## config.mk

```make
export PLATFORM = sky130hd
export DESIGN_NAME = mic_top
export DESIGN_NICKNAME = d
export VERILOG_FILES = /design/src/mic_pkg.sv /design/src/mic_route_if.sv /design/src/mic_top.sv /design/src/mic_pin_route.sv
export VERILOG_INCLUDE_DIRS = /design/src
export SDC_FILE = /design/constraint.sdc
export NUM_CORES = 1
export LEC_CHECK = 0
export ABC_AREA = 1
export ABC_CLOCK_PERIOD_IN_PS = 4000
export BUFFER_PORTS_ARGS = -buffer_cell sky130_fd_sc_hd__buf_2
export CORE_MARGIN = 2
export CORE_UTILIZATION = 27
export CTS_CLUSTER_DIAMETER = 30
export DETAILED_ROUTE_END_ITERATION = 10
export GPL_TIMING_DRIVEN = 1
export PLACE_DENSITY = 0.42
export SLEW_MARGIN = 20
export SYNTH_ARGS = -nofsm -noshare
export SYNTH_HDL_FRONTEND = slang
export SYNTH_SLANG_ARGS = --single-unit
```

## constraint.sdc

```tcl
create_clock -name sys_clk -period 4 [get_ports sys_clk]
set_input_delay 0.6 -clock sys_clk [delete_from_list [all_inputs] [get_ports sys_clk]]
set_output_delay 0.6 -clock sys_clk [all_outputs]
set_load 0.02 [all_outputs]
```

## src/mic_map.svh

```systemverilog
`ifndef MIC_MAP_SVH
`define MIC_MAP_SVH

// Register offsets
`define MIC_OFF_THR_X      8'h07
`define MIC_OFF_THR_Y      8'h08
`define MIC_OFF_THR_Z      8'h09
`define MIC_OFF_DURATION   8'h0A
`define MIC_OFF_HPF_REF    8'h0B
`define MIC_OFF_PIN1_ROUTE 8'h0C
`define MIC_OFF_PIN2_ROUTE 8'h0D
`define MIC_OFF_IDENTITY   8'h0F
`define MIC_OFF_GYRO_CTRL1 8'h10
`define MIC_OFF_IRQ_STATUS 8'h20
`define MIC_OFF_IRQ_CLEAR  8'h21
`define MIC_OFF_IRQ_ENABLE 8'h22

// Reset values and fixed constants
`define MIC_RST_BYTE       8'h00
`define MIC_RST_CNT        7'h00
`define MIC_RST_EVT        4'h0
`define MIC_IDENT_DEFAULT  8'hA5

// Duration register fields
`define MIC_DUR_WAIT_BIT   7
`define MIC_DUR_CNT_MSB    6

// Gyroscope control fields
`define MIC_G_ODR_MSB      7
`define MIC_G_ODR_LSB      5
`define MIC_G_FS_MSB       4
`define MIC_G_FS_LSB       3
`define MIC_G_RSVD_BIT     2
`define MIC_G_BW_MSB       1
`define MIC_G_BW_LSB       0
`define MIC_G_FS_UNAVAIL   2'h2

// Event status bits
`define MIC_EVT_W          4
`define MIC_EVT_ENTER      0
`define MIC_EVT_EXIT       1
`define MIC_EVT_PIN1       2
`define MIC_EVT_PIN2       3

`endif

```

## src/mic_pkg.sv

```systemverilog
package mic_pkg;
	typedef logic [7:0] mic_byte_t;
	typedef enum logic {MIC_G_IDLE, MIC_G_ACTIVE} mic_gen_state_t;
endpackage

```

## src/mic_route_if.sv

```systemverilog
`timescale 1ns/1ns
// Routing sources, enables and per-pin result between top and router
interface mic_route_if;
	logic [7:0] pin1_src;
	logic [7:0] pin2_src;
	logic [7:0] pin1_en;
	logic [7:0] pin2_en;
	logic       pin1_hit;
	logic       pin2_hit;
	modport top    (output pin1_src, pin2_src, pin1_en, pin2_en, input pin1_hit, pin2_hit);
	modport router (input pin1_src, pin2_src, pin1_en, pin2_en, output pin1_hit, pin2_hit);
endinterface

```

## src/mic_top.sv

```systemverilog
`timescale 1ns/1ns
`include "mic_map.svh"

module mic_top
	import mic_pkg::*;
#(
	parameter mic_byte_t IDENT_CODE = `MIC_IDENT_DEFAULT // Arbitrary value
)
(
	input  wire logic       sys_clk,
	input  wire logic       arst_n,
	input  wire logic [7:0] reg_addr,
	input  wire logic [7:0] reg_wdata,
	input  wire logic       reg_wr,
	input  wire logic       reg_rd,
	output logic      [7:0] reg_rdata,
	input  wire logic       sample_valid,
	input  wire logic [7:0] accel_x_mag,
	input  wire logic [7:0] accel_y_mag,
	input  wire logic [7:0] accel_z_mag,
	input  wire logic       gyro_event,
	input  wire logic       fifo_sample_count_event,
	input  wire logic       fifo_overflow,
	input  wire logic       fifo_level,
	input  wire logic       boot_status,
	input  wire logic       gyro_ready,
	input  wire logic       accel_ready,
	input  wire logic       gyro_inactivity,
	input  wire logic       accel_event2,
	input  wire logic       temp_ready,
	output logic            accel_event1,
	output logic            first_irq_pin,
	output logic            second_irq_pin,
	output logic      [7:0] gyro_hpf_ref,
	output logic      [2:0] gyro_output_rate,
	output logic      [1:0] gyro_full_scale,
	output logic      [1:0] gyro_bandwidth,
	output logic            irq
);

	mic_byte_t         thr_x_q, thr_y_q, thr_z_q, dur_q, ref_q;
	mic_byte_t         route1_q, route2_q, gctrl_q, rdata_q;
	logic [`MIC_EVT_W-1:0] evt_q, evt_en_q;
	mic_gen_state_t    gen_q;
	logic [6:0]        cnt_q;
	logic              pin1_q, pin2_q;
	mic_route_if       rt ();

	// Count reached: duration zero means immediate
	function automatic logic mic_reached(input logic [6:0] cnt, input logic [6:0] dur);
		mic_reached = ({1'b0, cnt} + 8'h01) >= {1'b0, dur};
	endfunction

	// Write decode
	wire wr_thr_x  = reg_wr && (reg_addr == `MIC_OFF_THR_X);
	wire wr_thr_y  = reg_wr && (reg_addr == `MIC_OFF_THR_Y);
	wire wr_thr_z  = reg_wr && (reg_addr == `MIC_OFF_THR_Z);
	wire wr_dur    = reg_wr && (reg_addr == `MIC_OFF_DURATION);
	wire wr_ref    = reg_wr && (reg_addr == `MIC_OFF_HPF_REF);
	wire wr_route1 = reg_wr && (reg_addr == `MIC_OFF_PIN1_ROUTE);
	wire wr_route2 = reg_wr && (reg_addr == `MIC_OFF_PIN2_ROUTE);
	wire wr_gctrl  = reg_wr && (reg_addr == `MIC_OFF_GYRO_CTRL1);
	wire wr_clear  = reg_wr && (reg_addr == `MIC_OFF_IRQ_CLEAR);
	wire wr_evt_en = reg_wr && (reg_addr == `MIC_OFF_IRQ_ENABLE);

	// Duration fields
	wire       exit_wait_enable     = dur_q[`MIC_DUR_WAIT_BIT];
	wire [6:0] event_duration_count = dur_q[`MIC_DUR_CNT_MSB:0];

	wire hit_x = accel_x_mag > thr_x_q;
	wire hit_y = accel_y_mag > thr_y_q;
	wire hit_z = accel_z_mag > thr_z_q;
	wire cond  = hit_x || hit_y || hit_z;

	wire [1:0] fs_wr  = reg_wdata[`MIC_G_FS_MSB:`MIC_G_FS_LSB];
	wire [1:0] fs_new = (fs_wr == `MIC_G_FS_UNAVAIL) ?
		gctrl_q[`MIC_G_FS_MSB:`MIC_G_FS_LSB] : fs_wr;
	wire mic_byte_t gctrl_d = {reg_wdata[`MIC_G_ODR_MSB:`MIC_G_ODR_LSB], fs_new, 1'b0,
		reg_wdata[`MIC_G_BW_MSB:`MIC_G_BW_LSB]};

	// Configuration registers; all reset to zero
	always_ff @(posedge sys_clk or negedge arst_n)
	begin
		if (!arst_n)
		begin
			thr_x_q <= `MIC_RST_BYTE;
			thr_y_q <= `MIC_RST_BYTE;
			thr_z_q <= `MIC_RST_BYTE;
			dur_q   <= `MIC_RST_BYTE;
			ref_q   <= `MIC_RST_BYTE;
		end
		else
		begin
			if (wr_thr_x) thr_x_q <= reg_wdata;
			if (wr_thr_y) thr_y_q <= reg_wdata;
			if (wr_thr_z) thr_z_q <= reg_wdata;
			if (wr_dur) dur_q <= reg_wdata;
			if (wr_ref) ref_q <= reg_wdata;
		end
	end

	// Routing and gyroscope control registers
	always_ff @(posedge sys_clk or negedge arst_n)
	begin
		if (!arst_n)
		begin
			route1_q <= `MIC_RST_BYTE;
			route2_q <= `MIC_RST_BYTE;
			gctrl_q  <= `MIC_RST_BYTE;
		end
		else
		begin
			if (wr_route1) route1_q <= reg_wdata;
			if (wr_route2) route2_q <= reg_wdata;
			if (wr_gctrl) gctrl_q <= gctrl_d;
		end
	end

	// Generator one next state; advances only on a new sample
	mic_gen_state_t gen_d;
	logic [6:0]     cnt_d;
	always_comb
	begin
		gen_d = gen_q;
		cnt_d = cnt_q;
		if (sample_valid)
		begin
			case (gen_q)
				MIC_G_IDLE:
				begin
					if (!cond)
						cnt_d = `MIC_RST_CNT;
					else if (mic_reached(cnt_q, event_duration_count))
					begin
						gen_d = MIC_G_ACTIVE;
						cnt_d = `MIC_RST_CNT;
					end
					else
						cnt_d = cnt_q + 7'h01;
				end
				MIC_G_ACTIVE:
				begin
					if (cond)
						cnt_d = `MIC_RST_CNT;
					else if (!exit_wait_enable || mic_reached(cnt_q, event_duration_count))
					begin
						gen_d = MIC_G_IDLE;
						cnt_d = `MIC_RST_CNT;
					end
					else
						cnt_d = cnt_q + 7'h01;
				end
				default:
				begin
					gen_d = MIC_G_IDLE;
					cnt_d = `MIC_RST_CNT;
				end
			endcase
		end
	end

	// Generator one state
	always_ff @(posedge sys_clk or negedge arst_n)
	begin
		if (!arst_n)
		begin
			gen_q <= MIC_G_IDLE;
			cnt_q <= `MIC_RST_CNT;
		end
		else
		begin
			gen_q <= gen_d;
			cnt_q <= cnt_d;
		end
	end

	// Source vectors in routing-register bit order
	// Pin1 sources, from gyro_event down to accel_ready
	assign rt.pin1_src = {gyro_event, accel_event1, fifo_sample_count_event, fifo_overflow,
		fifo_level, boot_status, gyro_ready, accel_ready};
	assign rt.pin2_src = {gyro_inactivity, accel_event2, fifo_sample_count_event,
		fifo_overflow, fifo_level, temp_ready, gyro_ready, accel_ready};
	assign rt.pin1_en  = route1_q;
	assign rt.pin2_en  = route2_q;

	mic_pin_route u_route (
		.rt (rt)
	);

	always_ff @(posedge sys_clk or negedge arst_n)
	begin
		if (!arst_n)
		begin
			pin1_q <= 1'b0;
			pin2_q <= 1'b0;
		end
		else
		begin
			pin1_q <= rt.pin1_hit;
			pin2_q <= rt.pin2_hit;
		end
	end

	// Event capture; a set in the clear cycle wins
	wire [`MIC_EVT_W-1:0] evt_set = {rt.pin2_hit && !pin2_q, rt.pin1_hit && !pin1_q,
		(gen_q == MIC_G_ACTIVE) && (gen_d == MIC_G_IDLE),
		(gen_q == MIC_G_IDLE) && (gen_d == MIC_G_ACTIVE)};
	wire [`MIC_EVT_W-1:0] evt_clr = wr_clear ? reg_wdata[`MIC_EVT_W-1:0] : `MIC_RST_EVT;

	always_ff @(posedge sys_clk or negedge arst_n)
	begin
		if (!arst_n)
		begin
			evt_q    <= `MIC_RST_EVT;
			evt_en_q <= `MIC_RST_EVT;
		end
		else
		begin
			evt_q <= (evt_q & ~evt_clr) | evt_set;
			if (wr_evt_en) evt_en_q <= reg_wdata[`MIC_EVT_W-1:0];
		end
	end

	// Read mux; unmapped and write-only offsets read zero
	mic_byte_t rd_mux;
	always_comb
	begin
		if (reg_addr == `MIC_OFF_THR_X)           rd_mux = thr_x_q;
		else if (reg_addr == `MIC_OFF_THR_Y)      rd_mux = thr_y_q;
		else if (reg_addr == `MIC_OFF_THR_Z)      rd_mux = thr_z_q;
		else if (reg_addr == `MIC_OFF_DURATION)   rd_mux = dur_q;
		else if (reg_addr == `MIC_OFF_HPF_REF)    rd_mux = ref_q;
		else if (reg_addr == `MIC_OFF_PIN1_ROUTE) rd_mux = route1_q;
		else if (reg_addr == `MIC_OFF_PIN2_ROUTE) rd_mux = route2_q;
		else if (reg_addr == `MIC_OFF_IDENTITY)   rd_mux = IDENT_CODE;
		else if (reg_addr == `MIC_OFF_GYRO_CTRL1) rd_mux = gctrl_q;
		else if (reg_addr == `MIC_OFF_IRQ_STATUS) rd_mux = {4'h0, evt_q};
		else if (reg_addr == `MIC_OFF_IRQ_ENABLE) rd_mux = {4'h0, evt_en_q};
		else                                      rd_mux = `MIC_RST_BYTE;
	end

	// Read data valid only in the cycle after the strobe
	always_ff @(posedge sys_clk or negedge arst_n)
	begin
		if (!arst_n) rdata_q <= `MIC_RST_BYTE;
		else         rdata_q <= reg_rd ? rd_mux : `MIC_RST_BYTE;
	end

	// Outputs
	assign reg_rdata        = rdata_q;
	assign accel_event1     = (gen_q == MIC_G_ACTIVE);
	assign first_irq_pin    = pin1_q;
	assign second_irq_pin   = pin2_q;
	assign gyro_hpf_ref     = ref_q;
	assign gyro_output_rate = gctrl_q[`MIC_G_ODR_MSB:`MIC_G_ODR_LSB];
	assign gyro_full_scale  = gctrl_q[`MIC_G_FS_MSB:`MIC_G_FS_LSB];
	assign gyro_bandwidth   = gctrl_q[`MIC_G_BW_MSB:`MIC_G_BW_LSB];
	assign irq              = |(evt_q & evt_en_q);
endmodule

```

## src/mic_pin_route.sv

```systemverilog
`timescale 1ns/1ns
module mic_pin_route
	import mic_pkg::*;
(
	mic_route_if.router rt
);

	// Any source that is both asserted and enabled
	function automatic logic mic_any_hit(input mic_byte_t src, input mic_byte_t en);
		mic_any_hit = |(src & en);
	endfunction

	assign rt.pin1_hit = mic_any_hit(rt.pin1_src, rt.pin1_en);
	assign rt.pin2_hit = mic_any_hit(rt.pin2_src, rt.pin2_en);

endmodule

```

==> results_dict.tcl <==
set metrics [dict create \
    status "finished, final reports clean" \
    timing.final.max_slew_violations 0 \
    worst_setup_hold_path_clk_slew_ns 0.06 \
    global_route_met2_usage_pct 26.44 \
    register_area_mm2 0.002227 \
    min_period_ns 2.334 \
    clockBufferDepth 2 \
    die_w_um 143.7 \
    synth.area.top_cells "dfrtp_1 (42%), nand2_1 (15%), ha_1 (7.6%)" \
    multiInputGateArea_mm2 0.002628 \
    achievable-frequency_mhz 428.4 \
    global_route_wire_length_before_repair_um 24830 \
    antenna_cells_inserted 0 \
    synth_enable_flop_cells 0 \
    clock-skew-final_ns 0.005318 \
    cts-resized-gates 0 \
    max_cap_viol_count 0 \
    finalWirelength_um 16000 \
    post-route-period-util_pct 58.35 \
    hold_slack_ns 0.3262 \
    ios 82 \
    setup_violations 0 \
    worstMarginPinSlew_ns 0.8406 \
    asyncSetResetFlopFracSynth_pct 100.0 \
    postCtsSetupRepairBufs 0 \
    worst_r2r_startpoint "cnt_q[0]$_DFFE_PN0P_" \
    globalRouteMet1Util_pct 21.75 \
    antenna_found_initial 1 \
    post-place-cells 1004 \
    rsz0062_at_grt "false" \
    wl_per_cell_um 15.69 \
    crit_start "cnt_q[0]$_DFFE_PN0P_" \
    power.static_leakage_nw 3.124 \
    yosys_most_used_dff "dfrtp_1" \
    gp_congestion 0.8092 \
    grt_pass1_vias 4549 \
    cts.root.buffer_cell "clkbuf_16" \
    ys_top_cells_by_count "nand2_1 (206), dfrtp_1 (89), inv_1 (85)" \
    final.fill_count 2105 \
    final_layout_size_suffix_gt1_share_pct 20.26 \
    grt_start_max_net_pins 63 \
    core_region_area_mm2 0.01933 \
    fin_cells 1020 \
    initial_core_util_pct 27.25 \
    worst_slew_margin_rel_pct 43.96 \
    endpoint_kind "flop" \
    nature_of_the_critical_path_startpoint "flop" \
    placement_rows 51 \
    global_route.usage.total_pct 16.16 \
    ant_nets 0 \
    dp_hpwl_um 12280 \
    path_class "reg2reg" \
    postLayoutSetupSlackWorst_ns 1.666 \
    ff2ff_path_depth 16 \
    timing_hold_violations_final 0 \
    synth_fp_nets 755 \
    port_buffers 81 \
    power_density_mw_per_mm2 341.6 \
    chipHeight_um 143.7 \
    vdd_drop_max_mv 0.2004 \
    cts.sinks 89 \
    cts_tree "built" \
    drtPass1Iterations 4 \
    synthesis.instances 668 \
    globalRouteOverflowTotal 0 \
    cts-htree-levels 3 \
    drt_first_iter_violations 220 \
    ys_seq_elements 89 \
    sum_neg_setup_slack_ns 0 \
    required_ns 4.24 \
    synth.lib_cells_used.distinct 34 \
    pre_cts_ws_ns 1.654 \
    synthDominantAreaCellType "dfrtp_1" \
    synth.avg_cell_area_um2 7.887 \
    synthesis.yosys.warnings 0 \
    synthMostInstantiatedCell "nand2_1" \
    met3_usage_grt_pct 4.132 \
    route.detailed.drc 0 \
    post-route-util_pct 32.26 \
    via_count 4627 \
    arrival_ns 2.58 \
    most_heavily_used_metal_layer_in_global_routing "met2" \
    worstSkewPairLatency_ns 0.35 \
    design.final.nets 837 \
    synth_sequential_area_ratio_pct 42.27 \
    synth.cell_area_mm2 0.005269 \
    design.die.area_mm2 0.02065 \
    route.detailed.vias_per_inst 4.536 \
    post_synth_top_area_share_pct 42.27 \
    min_path_type "in2async" \
    tritoncts.num_buffers 9 \
    hold_buffers 0 \
    area_growth_pct 18.38 \
    critical_path.max_fanout 7 \
]
[area by class of cell]
| type | instances | share of cell area (%) |
|---|---|---|
| timing repair buffer | 82 | 6.660 |
| multi-input combinational | 478 | 42.13 |
| inverter | 90 | 5.416 |
| sequential | 89 | 35.71 |
| clock inverter | 5 | 0.8826 |
| clock buffer | 11 | 3.892 |
| tap | 265 | 5.316 |
[per-layer routing]
metal / up-vias / part of all wire, %
li1: 2331 / -
met1: 2168 / 46
met2: 114 / 48
met3: 12 / 5.5
met4: 2 / 0.76
met5: - / 0.044
[placed cells by master, fill, tap and decap left out, drive strengths merged]
cell type  count
xor2           2
bufinv         1
clkbuf        11
o22a           1
dfrtp         89
clkinv         2
o21a           3
nand2        222
a21o           2
a22o           1
a221oi         4
nand3         34
buf           82
or2            2
ha            32
o21bai         1
clkinvlp       2
inv           90
nor2          38
o21ai         91
nand4         12
xnor2          2
a21oi         25
and3           1
nor3           5
[state kept, by name, summed over array words and instances (netlist names)]
signal	cells
thr_y_q	8
route2_q	8
cnt_q	7
dur_q	8
evt_en_q	4
second_irq_pin	1
gctrl_q	7
reg_rdata	8
gyro_hpf_ref	8
thr_z_q	8
route1_q	8
thr_x_q	8
first_irq_pin	1
accel_event1	1
evt_q	4
[kinds of logic (layout without fill, tap and decap cells)]
logic type | after synthesis | after routing | synth area share (%)
AOI/OAI and AO/OA | 128 | 128 | 14.58
xor gates and xnor gates | 4 | 4 | 0.6650
adders and majority gates | 32 | 32 | 7.599
buffers and inverters | 101 | 188 | 7.860
DFF | 89 | 89 | 42.27
and+or+nand+nor | 314 | 314 | 27.02
[worst paths after layout]
path | slack, ns | to
setup / recovery | 1.67 | cnt_q[0]$_DFFE_PN0P_
hold / removal | 0.33 | thr_y_q[0]$_DFFE_PN0P_
setup reg to reg | 1.67 | cnt_q[0]$_DFFE_PN0P_
hold reg to reg | 0.49 | dur_q[5]$_DFFE_PN0P_
max in group asynchronous | 2.72 | cnt_q[6]$_DFFE_PN0P_
min in group sys_clk | 0.49 | dur_q[5]$_DFFE_PN0P_
[power breakdown]
part | internal, mW | total, mW | switching (mW)
Clock | 0.499 | 0.864 | 0.364
Sequential | 0.946 | 0.989 | 0.0425
Combinational | 0.0952 | 0.278 | 0.183
[worst max-delay path, stage by stage (launching register included)]
cell,delay [ns]
dfrtp_1,0.42
ha_1,0.20
nand3_1,0.10
nor2_1,0.14
nand2_1,0.08
xor2_1,0.17
inv_1,0.06
ha_1,0.30
inv_1,0.04
a21oi_1,0.11
nand3_1,0.07
nand3_1,0.11
inv_1,0.07
nand2_1,0.08
nand2_2,0.11
nand3_1,0.11
nand2_1,0.06
[through the flow]
| stage | area (um^2) | total power [mW] |
|---|---|---|
| 2_1_floorplan | 5269 | 1.155 |
| 3_3_place_gp | 5939 | 1.281 |
| 3_5_place_dp | 5939 | 1.292 |
| 4_1_cts | 6237 | 2.163 |
| 5_1_grt | 6237 | 2.251 |
| 6_report | 6237 | 2.131 |
(Power assumes the default switching activity.)
